==> config.mk <==
export PLATFORM = sky130hd
export DESIGN_NAME = irq_sub_ctrl
export DESIGN_NICKNAME = d
export VERILOG_FILES = /design/src/irq_sub_pkg.sv /design/src/req_flag_cell.sv /design/src/irq_sub_ctrl.sv
export VERILOG_INCLUDE_DIRS = /design/src /design/src/src
export SDC_FILE = /design/constraint.sdc
export NUM_CORES = 1
export LEC_CHECK = 0
export ABC_AREA = 1
export BUFFER_PORTS_ARGS = -buffer_cell sky130_fd_sc_hd__buf_4
export CAP_MARGIN = 30
export CORE_UTILIZATION = 35
export CTS_CLUSTER_DIAMETER = 150
export DETAILED_ROUTE_END_ITERATION = 8
export GPL_TIMING_DRIVEN = 0
export SLEW_MARGIN = 5
export SYNTH_ARGS = -nofsm -noshare
export SYNTH_HDL_FRONTEND = slang
export SYNTH_SLANG_ARGS = --single-unit
==> constraint.sdc <==
create_clock -name aclk -period 1.6 [get_ports aclk]
set_input_delay 0.32 -clock aclk [delete_from_list [all_inputs] [get_ports aclk]]
set_output_delay 0.32 -clock aclk [all_outputs]
set_load 0.1 [all_outputs]
==> src/irq_sub_regs.svh <==
// Purpose: register offsets, field positions and timing counts
// Assumes: 32-bit AXI4-Lite words, one register per aligned word
// Notes: definitions only
`ifndef IRQ_SUB_REGS_SVH
`define IRQ_SUB_REGS_SVH

`define OFF_LV_CTRL 8'h00
`define OFF_IRQ_CTRL 8'h04
`define OFF_FLAGS 8'h08
`define OFF_STATUS 8'h0C

`define LVC_DETECTED 5
`define LVC_DET_EN 4
`define LVC_REF_BUF 3
`define LVC_LEVEL_LSB 0
`define LVC_RESET 8'h00

`define CTL_GIE 0
`define CTL_NV_EN 1
`define CTL_LV_EN 2
`define CTL_MFE_LSB 3
`define CTL_TM_LSB 8

`define FLG_NV 0
`define FLG_LV 1
`define FLG_MFF_LSB 2
`define FLG_TM_LSB 8

`define ST_SETTLED 0
`define ST_REF_ON 1
`define ST_DET_ON 2

`define MF_NV_LV 0
`define MF_TM 1

`define RESP_OKAY 2'h0
`define RESP_SLVERR 2'h2

`define CLK_PERIOD_NS 100
`define LV_SETTLE_NS 2000
`define LV_DELAY_NS 500
`define LV_SETTLE_CYC ((`LV_SETTLE_NS + `CLK_PERIOD_NS - 1) / `CLK_PERIOD_NS)
`define LV_DELAY_CYC ((`LV_DELAY_NS + `CLK_PERIOD_NS - 1) / `CLK_PERIOD_NS)

`define LV_MV_0 16'h07D0
`define LV_MV_1 16'h0898
`define LV_MV_2 16'h0960
`define LV_MV_3 16'h0A8C
`define LV_MV_4 16'h0BB8
`define LV_MV_5 16'h0CE4
`define LV_MV_6 16'h0E10
`define LV_MV_7 16'h0FA0

`endif

==> src/irq_sub_pkg.sv <==
// Purpose: shared types of the interrupt sub-block
// Assumes: nothing
// Notes: constants live in irq_sub_regs.svh
package irq_sub_pkg;
  typedef enum logic [1:0] {st_off, st_settling, st_active} lv_state_t;
  typedef logic [1:0] axi_resp_t;
endpackage

==> src/req_flag_cell.sv <==
// Purpose: one sticky interrupt request flag
// Assumes: all inputs synchronous to aclk
// Notes: hardware set beats both software write and hardware clear
`timescale 1ns/10ps
module req_flag_cell (
  input wire logic aclk,
  input wire logic aresetn,
  input wire logic hw_set,
  input wire logic hw_clr,
  input wire logic sw_we,
  input wire logic sw_val,
  output logic flag,
  output logic rose
);
  logic flag_nxt;

  // Set wins so an event in the clearing cycle survives
  always_comb begin
    if (hw_set) begin
      flag_nxt = 1'b1;
    end else if (sw_we) begin
      flag_nxt = sw_val;
    end else if (hw_clr) begin
      flag_nxt = 1'b0;
    end else begin
      flag_nxt = flag;
    end
  end

  assign rose = flag_nxt & ~flag;

  // Flag holds until serviced or cleared
  always_ff @(posedge aclk) begin
    if (!aresetn) begin
      flag <= 1'b0;
    end else begin
      flag <= flag_nxt;
    end
  end
endmodule // req_flag_cell

==> src/irq_sub_ctrl.sv <==
// Purpose: multi-function interrupt requests, wake-up and low-voltage detector control
// Assumes: core and analog inputs synchronous to aclk, AXI4-Lite register access
// Notes:
// Overview of operation
// - Write-complete flag sets when a nonvolatile write cycle finishes.
// - Write-complete request needs global, source and group enables, stack not full.
// - Servicing clears global enable and group flag; source flag stays set.
// - Each timer module has two request flags and two enables.
// - Period, compare A or compare B match sets a timer flag.
// - Timer service clears global enable and its group flag only.
// - Any request flag rising wakes the device, whatever the enables.
// - Pending flags survive disabled enables until serviced or cleared.
// - Interrupt entry pushes only the program counter.
// - Return-from-interrupt sets global enable; plain return leaves it clear.
// - Control register: detected bit 5, enable 4, buffer 3, level 2..0.
// - Level code picks threshold 2.0V up to 4.0V in eight steps.
// - Enabled detector shows supply below threshold as detected flag.
// - Clearing enable stops detector; enabled detector runs while powered down.
// - Reference runs when detector, low-voltage reset or buffer bit enabled.
// - Low-voltage flag sets only after a fixed delay of detection.
// - Flag logic tolerates repeated toggling of the detected flag.
// - Powered-down drop below threshold sets flag and wakes the device.
// - A group flag sets whenever any of its source flags sets.
`timescale 1ns/10ps
`include "irq_sub_regs.svh"
module irq_sub_ctrl #(
  parameter int NUM_TM = 2,
  parameter int SETTLE_CYC = `LV_SETTLE_CYC,
  parameter int DELAY_CYC = `LV_DELAY_CYC
) (
  input wire logic aclk,
  input wire logic aresetn,
  input wire logic [7:0] s_awaddr,
  input wire logic s_awvalid,
  output logic s_awready,
  input wire logic [31:0] s_wdata,
  input wire logic [3:0] s_wstrb,
  input wire logic s_wvalid,
  output logic s_wready,
  output logic [1:0] s_bresp,
  output logic s_bvalid,
  input wire logic s_bready,
  input wire logic [7:0] s_araddr,
  input wire logic s_arvalid,
  output logic s_arready,
  output logic [31:0] s_rdata,
  output logic [1:0] s_rresp,
  output logic s_rvalid,
  input wire logic s_rready,
  input wire logic nv_write_done,
  input wire logic [NUM_TM-1:0] tm_cmp_p,
  input wire logic [NUM_TM-1:0] tm_cmp_a,
  input wire logic [NUM_TM-1:0] tm_cmp_b,
  input wire logic supply_below,
  input wire logic low_volt_reset_en,
  input wire logic low_power,
  input wire logic stack_full,
  input wire logic irq_ack,
  input wire logic irq_ack_group,
  input wire logic return_from_irq,
  output logic [1:0] irq_req,
  output logic push_pc,
  output logic wake_up,
  output logic low_volt_detector_en,
  output logic reference_en,
  output logic [2:0] low_volt_level_sel,
  output logic [15:0] threshold_mv
);
  localparam int NT = 2 * NUM_TM;
  localparam int CW = 16;

  // Bus state
  logic aw_hold_r, w_hold_r;
  logic [7:0] aw_addr_r;
  logic [31:0] w_data_r;
  logic [3:0] w_strb_r;
  logic wr_fire, wr_map;
  logic [31:0] rdata_nxt;
  logic [1:0] rresp_nxt;

  // Control state
  logic global_irq_en_r, nv_write_done_irq_en_r, low_volt_irq_en_r;
  logic [1:0] multi_irq_en_r;
  logic [NT-1:0] tm_irq_en_r;
  logic lv_det_en_r, ref_buf_r;
  logic [2:0] level_r;
  irq_sub_pkg::lv_state_t lv_state_r;
  logic [CW-1:0] settle_cnt_r, delay_cnt_r;
  logic low_volt_detected_r, lv_set;

  // Flags
  logic nv_write_done_flag, low_volt_irq_flag;
  logic [NT-1:0] tm_flag, tm_set, tm_rose;
  logic [1:0] multi_irq_flag, mff_rose, grp_rose, grp_pend, ack_clr;
  logic nv_rose, lv_rose, any_rose;

  // Write decode, one register word per offset
  logic wr_lvc, wr_ctl_lo, wr_ctl_hi, wr_flg_lo, wr_flg_hi;
  assign wr_fire = aw_hold_r & w_hold_r & ~s_bvalid;
  assign wr_lvc = wr_fire & (aw_addr_r == `OFF_LV_CTRL) & w_strb_r[0];
  assign wr_ctl_lo = wr_fire & (aw_addr_r == `OFF_IRQ_CTRL) & w_strb_r[0];
  assign wr_ctl_hi = wr_fire & (aw_addr_r == `OFF_IRQ_CTRL) & w_strb_r[1];
  assign wr_flg_lo = wr_fire & (aw_addr_r == `OFF_FLAGS) & w_strb_r[0];
  assign wr_flg_hi = wr_fire & (aw_addr_r == `OFF_FLAGS) & w_strb_r[1];
  assign wr_map = (aw_addr_r == `OFF_LV_CTRL) | (aw_addr_r == `OFF_IRQ_CTRL) |
    (aw_addr_r == `OFF_FLAGS) | (aw_addr_r == `OFF_STATUS);

  // Write channels: address and data taken in either order
  always_ff @(posedge aclk) begin
    if (!aresetn) begin
      s_awready <= 1'b1;
      s_wready <= 1'b1;
      aw_hold_r <= 1'b0;
      w_hold_r <= 1'b0;
      aw_addr_r <= 8'h00;
      w_data_r <= 32'h0000_0000;
      w_strb_r <= 4'h0;
      s_bvalid <= 1'b0;
      s_bresp <= `RESP_OKAY;
    end else begin
      if (s_awvalid && s_awready) begin
        aw_hold_r <= 1'b1;
        aw_addr_r <= {s_awaddr[7:2], 2'b00};
        s_awready <= 1'b0;
      end
      if (s_wvalid && s_wready) begin
        w_hold_r <= 1'b1;
        w_data_r <= s_wdata;
        w_strb_r <= s_wstrb;
        s_wready <= 1'b0;
      end
      if (wr_fire) begin
        aw_hold_r <= 1'b0;
        w_hold_r <= 1'b0;
        s_bvalid <= 1'b1;
        s_bresp <= wr_map ? `RESP_OKAY : `RESP_SLVERR;
      end
      if (s_bvalid && s_bready) begin
        s_bvalid <= 1'b0;
        s_awready <= 1'b1;
        s_wready <= 1'b1;
      end
    end
  end

  // Read mux, unused and reserved bits read zero
  always_comb begin
    rdata_nxt = 32'h0000_0000;
    rresp_nxt = `RESP_OKAY;
    case ({s_araddr[7:2], 2'b00})
      `OFF_LV_CTRL: begin
        rdata_nxt[`LVC_DETECTED] = low_volt_detected_r;
        rdata_nxt[`LVC_DET_EN] = lv_det_en_r;
        rdata_nxt[`LVC_REF_BUF] = ref_buf_r;
        rdata_nxt[`LVC_LEVEL_LSB +: 3] = level_r;
      end
      `OFF_IRQ_CTRL: begin
        rdata_nxt[`CTL_GIE] = global_irq_en_r;
        rdata_nxt[`CTL_NV_EN] = nv_write_done_irq_en_r;
        rdata_nxt[`CTL_LV_EN] = low_volt_irq_en_r;
        rdata_nxt[`CTL_MFE_LSB +: 2] = multi_irq_en_r;
        rdata_nxt[`CTL_TM_LSB +: NT] = tm_irq_en_r;
      end
      `OFF_FLAGS: begin
        rdata_nxt[`FLG_NV] = nv_write_done_flag;
        rdata_nxt[`FLG_LV] = low_volt_irq_flag;
        rdata_nxt[`FLG_MFF_LSB +: 2] = multi_irq_flag;
        rdata_nxt[`FLG_TM_LSB +: NT] = tm_flag;
      end
      `OFF_STATUS: begin
        rdata_nxt[`ST_SETTLED] = (lv_state_r == irq_sub_pkg::st_active);
        rdata_nxt[`ST_REF_ON] = reference_en;
        rdata_nxt[`ST_DET_ON] = low_volt_detector_en;
      end
      default: begin
        rresp_nxt = `RESP_SLVERR;
      end
    endcase
  end

  // Read channel, answer one cycle after the address
  always_ff @(posedge aclk) begin
    if (!aresetn) begin
      s_arready <= 1'b1;
      s_rvalid <= 1'b0;
      s_rdata <= 32'h0000_0000;
      s_rresp <= `RESP_OKAY;
    end else if (s_arvalid && s_arready) begin
      s_arready <= 1'b0;
      s_rvalid <= 1'b1;
      s_rdata <= rdata_nxt;
      s_rresp <= rresp_nxt;
    end else if (s_rvalid && s_rready) begin
      s_rvalid <= 1'b0;
      s_arready <= 1'b1;
    end
  end

  // Global enable: service clears, return sets, then software
  always_ff @(posedge aclk) begin
    if (!aresetn) begin
      global_irq_en_r <= 1'b0;
    end else if (irq_ack) begin
      global_irq_en_r <= 1'b0;
    end else if (return_from_irq) begin
      global_irq_en_r <= 1'b1;
    end else if (wr_ctl_lo) begin
      global_irq_en_r <= w_data_r[`CTL_GIE];
    end
  end

  // Source and group enables, software only
  always_ff @(posedge aclk) begin
    if (!aresetn) begin
      nv_write_done_irq_en_r <= 1'b0;
      low_volt_irq_en_r <= 1'b0;
      multi_irq_en_r <= 2'b00;
      tm_irq_en_r <= '0;
    end else begin
      if (wr_ctl_lo) begin
        nv_write_done_irq_en_r <= w_data_r[`CTL_NV_EN];
        low_volt_irq_en_r <= w_data_r[`CTL_LV_EN];
        multi_irq_en_r <= w_data_r[`CTL_MFE_LSB +: 2];
      end
      if (wr_ctl_hi) begin
        tm_irq_en_r <= w_data_r[`CTL_TM_LSB +: NT];
      end
    end
  end

  // Detector control byte; detected bit is read only
  always_ff @(posedge aclk) begin
    if (!aresetn) begin
      {lv_det_en_r, ref_buf_r, level_r} <= 5'(`LVC_RESET);
    end else if (wr_lvc) begin
      lv_det_en_r <= w_data_r[`LVC_DET_EN];
      ref_buf_r <= w_data_r[`LVC_REF_BUF];
      level_r <= w_data_r[`LVC_LEVEL_LSB +: 3];
    end
  end

  // Settling tracker; no gating by low_power so it runs powered down
  always_ff @(posedge aclk) begin
    if (!aresetn) begin
      lv_state_r <= irq_sub_pkg::st_off;
      settle_cnt_r <= '0;
    end else begin
      case (lv_state_r)
        irq_sub_pkg::st_off: begin
          settle_cnt_r <= '0;
          if (lv_det_en_r) begin
            lv_state_r <= irq_sub_pkg::st_settling;
          end
        end
        irq_sub_pkg::st_settling: begin
          if (!lv_det_en_r) begin
            lv_state_r <= irq_sub_pkg::st_off;
          end else if (settle_cnt_r == CW'(SETTLE_CYC - 1)) begin
            lv_state_r <= irq_sub_pkg::st_active;
          end else begin
            settle_cnt_r <= settle_cnt_r + 1'b1;
          end
        end
        irq_sub_pkg::st_active: begin
          if (!lv_det_en_r) begin
            lv_state_r <= irq_sub_pkg::st_off;
          end
        end
        default: begin
          lv_state_r <= irq_sub_pkg::st_off;
        end
      endcase
    end
  end

  // Detected flag follows the comparator only while enabled
  always_ff @(posedge aclk) begin
    if (!aresetn) begin
      low_volt_detected_r <= 1'b0;
    end else begin
      low_volt_detected_r <= lv_det_en_r & supply_below;
    end
  end

  // Delay counter restarts on every drop, so toggling near threshold is harmless
  always_ff @(posedge aclk) begin
    if (!aresetn) begin
      delay_cnt_r <= '0;
    end else if (!low_volt_detected_r) begin
      delay_cnt_r <= '0;
    end else if (delay_cnt_r != CW'(DELAY_CYC)) begin
      delay_cnt_r <= delay_cnt_r + 1'b1;
    end
  end
  assign lv_set = low_volt_detected_r & (delay_cnt_r == CW'(DELAY_CYC - 1));

  // Analog-facing outputs, all registered
  always_ff @(posedge aclk) begin
    if (!aresetn) begin
      low_volt_detector_en <= 1'b0;
      reference_en <= 1'b0;
      low_volt_level_sel <= 3'h0;
      threshold_mv <= `LV_MV_0;
    end else begin
      low_volt_detector_en <= lv_det_en_r;
      reference_en <= lv_det_en_r | low_volt_reset_en | ref_buf_r;
      low_volt_level_sel <= level_r;
      case (level_r)
        3'h0: threshold_mv <= `LV_MV_0;
        3'h1: threshold_mv <= `LV_MV_1;
        3'h2: threshold_mv <= `LV_MV_2;
        3'h3: threshold_mv <= `LV_MV_3;
        3'h4: threshold_mv <= `LV_MV_4;
        3'h5: threshold_mv <= `LV_MV_5;
        3'h6: threshold_mv <= `LV_MV_6;
        default: threshold_mv <= `LV_MV_7;
      endcase
    end
  end

  // Source flags; software may set them high to mask wake-up
  req_flag_cell u_nv_flag (
    .aclk(aclk),
    .aresetn(aresetn),
    .hw_set(nv_write_done),
    .hw_clr(1'b0),
    .sw_we(wr_flg_lo),
    .sw_val(w_data_r[`FLG_NV]),
    .flag(nv_write_done_flag),
    .rose(nv_rose)
  );

  req_flag_cell u_lv_flag (
    .aclk(aclk),
    .aresetn(aresetn),
    .hw_set(lv_set),
    .hw_clr(1'b0),
    .sw_we(wr_flg_lo),
    .sw_val(w_data_r[`FLG_LV]),
    .flag(low_volt_irq_flag),
    .rose(lv_rose)
  );

  // Two flags per timer: A match, and period or B match
  genvar gi;
  generate
    for (gi = 0; gi < NUM_TM; gi = gi + 1) begin : g_tm
      assign tm_set[2*gi] = tm_cmp_a[gi];
      assign tm_set[2*gi+1] = tm_cmp_p[gi] | tm_cmp_b[gi];
    end
    for (gi = 0; gi < NT; gi = gi + 1) begin : g_tm_flag
      req_flag_cell u_tm_flag (
        .aclk(aclk),
        .aresetn(aresetn),
        .hw_set(tm_set[gi]),
        .hw_clr(1'b0),
        .sw_we(wr_flg_hi),
        .sw_val(w_data_r[`FLG_TM_LSB + gi]),
        .flag(tm_flag[gi]),
        .rose(tm_rose[gi])
      );
    end
  endgenerate

  // Group flags set on any member rising, cleared by service
  assign grp_rose[`MF_NV_LV] = nv_rose | lv_rose;
  assign grp_rose[`MF_TM] = |tm_rose;
  assign ack_clr[`MF_NV_LV] = irq_ack & (irq_ack_group == 1'b0);
  assign ack_clr[`MF_TM] = irq_ack & (irq_ack_group == 1'b1);
  generate
    for (gi = 0; gi < 2; gi = gi + 1) begin : g_mff
      req_flag_cell u_mff (
        .aclk(aclk),
        .aresetn(aresetn),
        .hw_set(grp_rose[gi]),
        .hw_clr(ack_clr[gi]),
        .sw_we(wr_flg_lo),
        .sw_val(w_data_r[`FLG_MFF_LSB + gi]),
        .flag(multi_irq_flag[gi]),
        .rose(mff_rose[gi])
      );
    end
  endgenerate

  // Pending work per group; enables only block, never erase
  assign grp_pend[`MF_NV_LV] = (nv_write_done_flag & nv_write_done_irq_en_r) |
    (low_volt_irq_flag & low_volt_irq_en_r);
  assign grp_pend[`MF_TM] = |(tm_flag & tm_irq_en_r);

  // Vector requests, dropped in the service cycle
  always_ff @(posedge aclk) begin
    if (!aresetn) begin
      irq_req <= 2'b00;
    end else begin
      irq_req <= {2{global_irq_en_r & ~stack_full & ~irq_ack}} &
        multi_irq_en_r & multi_irq_flag & grp_pend;
    end
  end

  // Entry saves the program counter and nothing else
  always_ff @(posedge aclk) begin
    if (!aresetn) begin
      push_pc <= 1'b0;
    end else begin
      push_pc <= irq_ack;
    end
  end

  // Wake on any rising flag, independent of enables
  assign any_rose = nv_rose | lv_rose | (|tm_rose) | (|mff_rose);
  always_ff @(posedge aclk) begin
    if (!aresetn) begin
      wake_up <= 1'b0;
    end else begin
      wake_up <= low_power & any_rose;
    end
  end
endmodule // irq_sub_ctrl

==> flow_metrics.env, run 1 <==
export IMPL_antenna_cells_inserted=0
export IMPL_cp_endpoint="settle_cnt_r[15]"
export IMPL_sequential_area_share_after_synthesis_pct=43.9
export IMPL_clock_latency_ns=0.36
export IMPL_portBuffers=79
export IMPL_ctsRootBufferMaster="clkbuf_16"
export IMPL_worst_slack_ns=-0.0170
export IMPL_numPlacedInstances=989
export IMPL_number_of_cts_inserted_buffers=9
export IMPL_cp_data_required_time_ns=1.81
export IMPL_cts_tree="yes"
export IMPL_finish_instance_area_um2=6780
export IMPL_layout_cells_sized_above_1_pct=27.1
export IMPL_die_width_um=123
export IMPL_die_area_um2=15100
export IMPL_design_core_area_um2=14000
export IMPL_crit_path_max_fanout=5
export IMPL_num_fill_cells=1429
export IMPL_power_per_cell_area_nw_per_um2=935
export IMPL_seqCellArea_um2=2290
export IMPL_finalHoldViolations=0
export IMPL_fin_cells=1033
export IMPL_mostFrequentLayoutCells="buf_4 (135), nand2_1 (107), nor2_1 (93), dfxtp_1 (88), inv_1 (84)"
export IMPL_global_route_overflow_total=0
export IMPL_synth_yosys_warnings=0
export IMPL_avgRoutedWirePerCell_um=12.4
export IMPL_start_kind="flop"
export IMPL_xor_xnor_share_of_the_synthesized_area_pct=1.20
export IMPL_firstDrtPassIters=5
export IMPL_holdWs_ns=0.183
export IMPL_power_ir_vdd_worst_mv=0.474
export IMPL_synth_compound_area_share_pct=15.4
export IMPL_synth_instances=701
export IMPL_cell_internal_pwr_w=0.00440
export IMPL_chipHeight_um=123
export IMPL_rr_endpoint="settle_cnt_r[15]"
export IMPL_clockBufferDepth=2
export IMPL_multi_input_comb_area_um2=2460
export IMPL_outcome="finished with violations"
export IMPL_timing_max_slew_rel_slack_pct=59.6
export IMPL_wl_final_mm=12.9
export IMPL_p_sw_share_pct=30.6
export IMPL_cts_hold_fix_bufs=0
export IMPL_synth_fa_ha_area_share_pct=0.981
export IMPL_timing_reg2reg_setup_slack_ns=-0.02
export IMPL_placed_area_um2=6040
export IMPL_seq_power_share_pct=46.5
export IMPL_layout_worst_path_cycle_share_pct=101
export IMPL_clock_fmax_mhz=618
export IMPL_initial_core_util_pct=36.3
export IMPL_maxCapViolCount=0
export IMPL_fin_nets=925
export IMPL_globalplace_congestion=0.827
export IMPL_pleak_nw=2.95
export IMPL_clk_pin_slew_worst_paths_ns=0.07
export IMPL_slew_at_the_pin_closest_to_its_max_slew_limit_ns=0.606
export IMPL_critPathKind="reg2reg"
export IMPL_rsz0062_at_grt="true"
export IMPL_grt_total_usage_pct=17.2
export IMPL_clock_skew_ns=0.00949
export IMPL_reg2reg_from="settle_cnt_r[0]"
export IMPL_synthesis_area_um2=5100
export IMPL_crit_start="settle_cnt_r[0]"
export IMPL_final_max_slew_viol_count=0
export IMPL_final_setup_vio_count=3
export IMPL_grt_antenna_before_repair=0
export IMPL_io_pin_count=139
export IMPL_flow_area_growth_from_synthesis_pct=32.9
export IMPL_clock_sink_count=112
export IMPL_grt_max_degree=19
export IMPL_violations="setup timing"
export IMPL_via_count_of_the_first_global_routing_pass=4071
export IMPL_avgViaCountPerCell=4.63
export IMPL_grt_pass1_wl_mm=20.0
export IMPL_synthSimpleGateAreaFrac_pct=25.4
export IMPL_antenna_violating_nets_post_route=0
export IMPL_synth_cell_type_count=40
export IMPL_reg2reg_depth=9
export IMPL_drt_first_iter_violations=267
export IMPL_avgSynthCellArea_um2=7.28
export IMPL_final_common_cell="buf_4"
export IMPL_cts_htree_levels=3
export IMPL_power_combinational_fraction_pct=16.7
export IMPL_synth_mux_area_share_pct=0
export IMPL_vias=4778
export IMPL_critical_path_endpoint_type="flop"
export IMPL_total_power_w=0.00634
export IMPL_synth_ff_latch_count=112
export IMPL_fin_crit_ns=1.62
export IMPL_share_clk_of_total_power_pct=36.8
export IMPL_place_hpwl_mm=9.36
export IMPL_hold_path_class="in2reg"
export IMPL_drc_violations_left=0
export IMPL_main_combinational_cell_family_by_area_after_synthesis="simple AND/OR/NAND/NOR gates"
export IMPL_placement_rows=43
export IMPL_cp_arrival_ns=1.83
export IMPL_net_switching_power_w=0.00194
## worst min path at each step
stage / from / to / slack [ns] / cells past startpoint
detailed placement: s_awready / s_awready / 0.45 / 2
finish: irq_ack / global_irq_en_r / 0.18 / 2
global route: irq_ack / global_irq_en_r / 0.17 / 2
CTS: irq_ack / global_irq_en_r / 0.16 / 2
global placement: delay_cnt_r[15] / delay_cnt_r[15] / 0.44 / 1
floorplan: irq_ack / global_irq_en_r / 0.40 / 1
## kinds of logic after synthesis
| group | Yosys count |
|---|---|
| adder cells (fa/ha/maj) | 4 |
| buffers and inverters | 142 |
| XOR/XNOR | 7 |
| AO/OA/AOI/OAI | 143 |
| AND/OR/NAND/NOR | 292 |
| other | 1 |
| flip-flops | 112 |
## stage by stage
| stage | util (%) | setup TNS [ns] | setup WS, ns |
|---|---|---|---|
| 2_1_floorplan | - | 0 | 0.0111 |
| 3_5_place_dp | 43.0 | -5.40 | -0.312 |
| 6_report | 48.3 | -0.0265 | -0.0170 |
| 4_1_cts | 46.1 | 0 | 0.00806 |
| 3_3_place_gp | 43.0 | -5.62 | -0.320 |
| 5_1_grt | 48.3 | -1.12 | -0.0855 |
## worst max-delay path, stage by stage (launching register included)
cell	delay, ns
dfxtp_4	0.36
ha_4	0.16
nand3_4	0.08
nor2_4	0.14
nand2_2	0.08
a21oi_4	0.23
inv_2	0.11
clkbuf_16	0.17
nand4_1	0.07
a21oi_1	0.07
## final cells by class
type	count	share of cell area, %
Buffer	46	4.61
Clock buffer	10	3.52
Clock inverter	6	0.959
Inverter	96	5.44
Multi-Input combinational cell	476	36.3
Sequential cell	112	33.7
Tap cell	180	3.32
Timing Repair Buffer	107	12.2
## power groups by stage
| stage | Clock (W) | Combinational [W] | Sequential (W) |
|---|---|---|---|
| floorplan | 0 | 0.000579 | 0.00323 |
| global placement | 0 | 0.00103 | 0.00301 |
| detailed placement | 0 | 0.00103 | 0.00301 |
| CTS | 0.00239 | 0.00103 | 0.00294 |
| global route | 0.00248 | 0.00113 | 0.00296 |
| finish | 0.00233 | 0.00106 | 0.00295 |
## routing by layer
metal / global-route usage, % / share of wire (%) / up-vias
met2: 25.8 / 44 / 119
li1: - / - / 2530
met5: 0 / 0 / -
met4: 6.17 / 1.2 / 0
met3: 2.93 / 5.4 / 9
met1: 24.6 / 49 / 2120
## flip-flops by register name (all words and copies together) (netlist names), 2 cells and up
register and count:
threshold_mv 10, irq_req 2, low_volt_level_sel 3, multi_irq_en_r 2
level_r 3, w_data_r 9, g_tm_flag.u_tm_flag.flag 4, w_strb_r 2
aw_addr_r 6, delay_cnt_r 16, tm_irq_en_r 4, g_mff.u_mff.flag 2
lv_state_r 2, settle_cnt_r 16, s_rdata 10
## Yosys cell counts
library cell / instances / area [um2]
buf_6: 2 / 22.5
a21oi_1: 57 / 285
a21oi_2: 1 / 8.76
a211oi_1: 3 / 22.5
nor2_4: 2 / 22.5
clkinv_1: 2 / 7.51
nor4_1: 1 / 6.26
a31oi_1: 3 / 18.8
conb_1: 1 / 3.75
nand4_1: 23 / 144
nand2_1: 112 / 420
nor3_1: 12 / 60.1
clkbuf_1: 11 / 41.3
nand2_2: 1 / 6.26
buf_4: 31 / 233
nand3_2: 2 / 20.0
dfxtp_1: 112 / 2240
nor3b_1: 1 / 7.51
xor2_1: 5 / 43.8
or2_2: 2 / 12.5
xnor2_1: 2 / 17.5
a21oi_4: 1 / 16.3
o31ai_1: 1 / 7.51
nand4_4: 1 / 21.3
a221oi_1: 1 / 8.76
o22ai_1: 8 / 50.1
nand3b_1: 6 / 45.0
buf_1: 2 / 7.51
nor2_2: 2 / 12.5
inv_2: 2 / 7.51
inv_1: 92 / 345
ha_1: 4 / 50.1
nand3_1: 27 / 135
a21boi_0: 1 / 7.51
nand3b_2: 1 / 11.3
nor2_1: 99 / 372
a31o_2: 1 / 8.76
o221ai_1: 5 / 43.8
o211ai_1: 1 / 7.51
o21ai_0: 60 / 300
## timing repair
action,4_1_cts,5_1_grt
setup buffers,11,15
pin swaps,2,16
cloned,0,2
setup endpoints to repair,26,45
resized for setup,13,66
Note: power is estimated with default switching activity, not from simulation.
==> inputs of run 2 (changes only) <==
==> constraint.sdc (replaced) <==
create_clock -name aclk -period 1.6 [get_ports aclk]
set_input_delay 0.08 -clock aclk [delete_from_list [all_inputs] [get_ports aclk]]
set_output_delay 0.08 -clock aclk [all_outputs]
set_load 0.1 [all_outputs]
==> flow_metrics.env, run 2 (synthesized netlist as in run 1, its figures left out) <==
export IMPL_critical_path_endpoint_type="flop"
export IMPL_antenna_violating_nets_post_route=0
export IMPL_power_per_cell_area_nw_per_um2=917
export IMPL_total_power_w=0.00638
export IMPL_clock_latency_ns=0.36
export IMPL_grt_antenna_before_repair=0
export IMPL_cp_arrival_ns=1.83
export IMPL_fin_nets=942
export IMPL_final_common_cell="buf_4"
export IMPL_outcome="finished with violations"
export IMPL_firstDrtPassIters=5
export IMPL_crit_path_max_fanout=5
export IMPL_clk_pin_slew_worst_paths_ns=0.07
export IMPL_p_sw_share_pct=30.6
export IMPL_die_area_um2=15100
export IMPL_drc_violations_left=0
export IMPL_number_of_cts_inserted_buffers=9
export IMPL_wl_final_mm=13.1
export IMPL_reg2reg_from="settle_cnt_r[0]"
export IMPL_whs_endpoint="g_tm_flag[1].u_tm_flag.flag"
export IMPL_holdWs_ns=0.0184
export IMPL_cell_internal_pwr_w=0.00442
export IMPL_share_clk_of_total_power_pct=36.6
export IMPL_portBuffers=79
export IMPL_net_switching_power_w=0.00196
export IMPL_cts_tree="yes"
export IMPL_source_of_the_worst_hold_timing_path="tm_cmp_p[0]"
export IMPL_globalplace_congestion=0.827
export IMPL_design_core_area_um2=14000
export IMPL_rr_endpoint="settle_cnt_r[15]"
export IMPL_rsz0062_at_grt="true"
export IMPL_initial_core_util_pct=36.3
export IMPL_chipHeight_um=123
export IMPL_violations="setup timing"
export IMPL_start_kind="flop"
export IMPL_final_max_slew_viol_count=0
export IMPL_critPathKind="reg2reg"
export IMPL_layout_worst_path_cycle_share_pct=101
export IMPL_final_setup_vio_count=3
export IMPL_finish_instance_area_um2=6960
export IMPL_power_combinational_fraction_pct=17.2
export IMPL_timing_max_slew_rel_slack_pct=59.9
export IMPL_num_fill_cells=1410
export IMPL_timing_reg2reg_setup_slack_ns=-0.02
export IMPL_clock_sink_count=112
export IMPL_flow_area_growth_from_synthesis_pct=36.3
export IMPL_grt_total_usage_pct=17.4
export IMPL_slew_at_the_pin_closest_to_its_max_slew_limit_ns=0.602
export IMPL_cts_htree_levels=3
export IMPL_hold_path_class="in2reg"
export IMPL_clock_fmax_mhz=618
export IMPL_cp_data_required_time_ns=1.81
export IMPL_io_pin_count=139
export IMPL_die_width_um=123
export IMPL_avgViaCountPerCell=4.61
export IMPL_grt_max_degree=19
export IMPL_grt_pass1_wl_mm=20.3
export IMPL_via_count_of_the_first_global_routing_pass=4173
export IMPL_power_ir_vdd_worst_mv=0.469
export IMPL_avgRoutedWirePerCell_um=12.5
export IMPL_drt_first_iter_violations=298
export IMPL_layout_cells_sized_above_1_pct=26.4
export IMPL_mostFrequentLayoutCells="buf_4 (135), nand2_1 (107), nor2_1 (93), dfxtp_1 (88), inv_1 (84)"
export IMPL_ctsRootBufferMaster="clkbuf_16"
export IMPL_worst_slack_ns=-0.0184
export IMPL_reg2reg_depth=9
export IMPL_clock_skew_ns=0.00871
export IMPL_placement_rows=43
export IMPL_place_hpwl_mm=9.36
export IMPL_pleak_nw=3.02
export IMPL_maxCapViolCount=0
export IMPL_global_route_overflow_total=0
export IMPL_clockBufferDepth=2
export IMPL_finalHoldViolations=0
export IMPL_biggestRegsByFlops="delay_cnt_r: 16 flops, settle_cnt_r: 16 flops"
export IMPL_placed_area_um2=6040
export IMPL_seq_power_share_pct=46.2
export IMPL_vias=4839
export IMPL_hold_depth=5
export IMPL_antenna_cells_inserted=0
export IMPL_fin_crit_ns=1.62
run 2: per-stage QoR:
stage               worst slack, ns  utilization [%]  TNS (ns)  cells
floorplan                    0.0111                -         0    730
global placement             -0.320             43.0     -5.08    989
detailed placement           -0.312             43.0     -4.87    989
CTS                         0.00806             47.4         0   1034
global route                -0.0855             49.5     -1.11   1050
finish                      -0.0184             49.5   -0.0303   1050
run 2: critical path, cell delays in order, from the launching register on:
cell and delay, ns:
dfxtp_4 0.36, ha_4 0.16, nand3_4 0.08, nor2_4 0.14, nand2_2 0.08, a21oi_4 0.23, inv_2 0.11, clkbuf_16 0.17
nand4_1 0.07, a21oi_1 0.07
run 2: layout make-up:
cell class                      instances  area, um2  share of cell area, %
Timing Repair Buffer                  125       1000                   14.4
Clock buffer                           10        239                   3.44
Sequential cell                       112       2290                   32.9
Clock inverter                          6       65.1                  0.935
Inverter                               96        369                   5.31
Buffer                                 45        308                   4.42
Tap cell                              180        225                   3.24
Multi-Input combinational cell        476       2460                   35.3
run 2: repair_timing:
action,4_1_cts,5_1_grt
gates cloned,0,2
resized for setup,13,64
endpoints found under the hold margin,20,0
setup buffers,11,15
pin swaps,2,16
hold buffers,18,0
setup endpoints to repair,26,45
run 2: how the worst max path moves through the flow:
stage	endpoint	cells past startpoint	from
floorplan	settle_cnt_r[10]	9	settle_cnt_r[1]
global placement	settle_cnt_r[11]	9	settle_cnt_r[0]
detailed placement	settle_cnt_r[7]	9	settle_cnt_r[1]
CTS	g_mff[1].u_mff.flag	10	s_bvalid
global route	settle_cnt_r[13]	9	settle_cnt_r[8]
finish	settle_cnt_r[15]	9	settle_cnt_r[0]
run 2: power groups by stage:
stage	clock [W]	combinational, W	sequential, W
6_report	0.00234	0.00110	0.00295
5_1_grt	0.00248	0.00116	0.00296
4_1_cts	0.00239	0.00107	0.00294
3_5_place_dp	0	0.00103	0.00301
3_3_place_gp	0	0.00103	0.00301
2_1_floorplan	0	0.000579	0.00323
run 2: metal layers:
| metal | wire length (um) | global-route usage [%] | share of wire [%] |
|---|---|---|---|
| met1 | 6350 | 24.6 | 49 |
| met2 | 5840 | 26.7 | 45 |
| met3 | 744 | 2.88 | 5.7 |
| met4 | 144 | 6.10 | 1.1 |
| met5 | 0 | 0 | 0 |
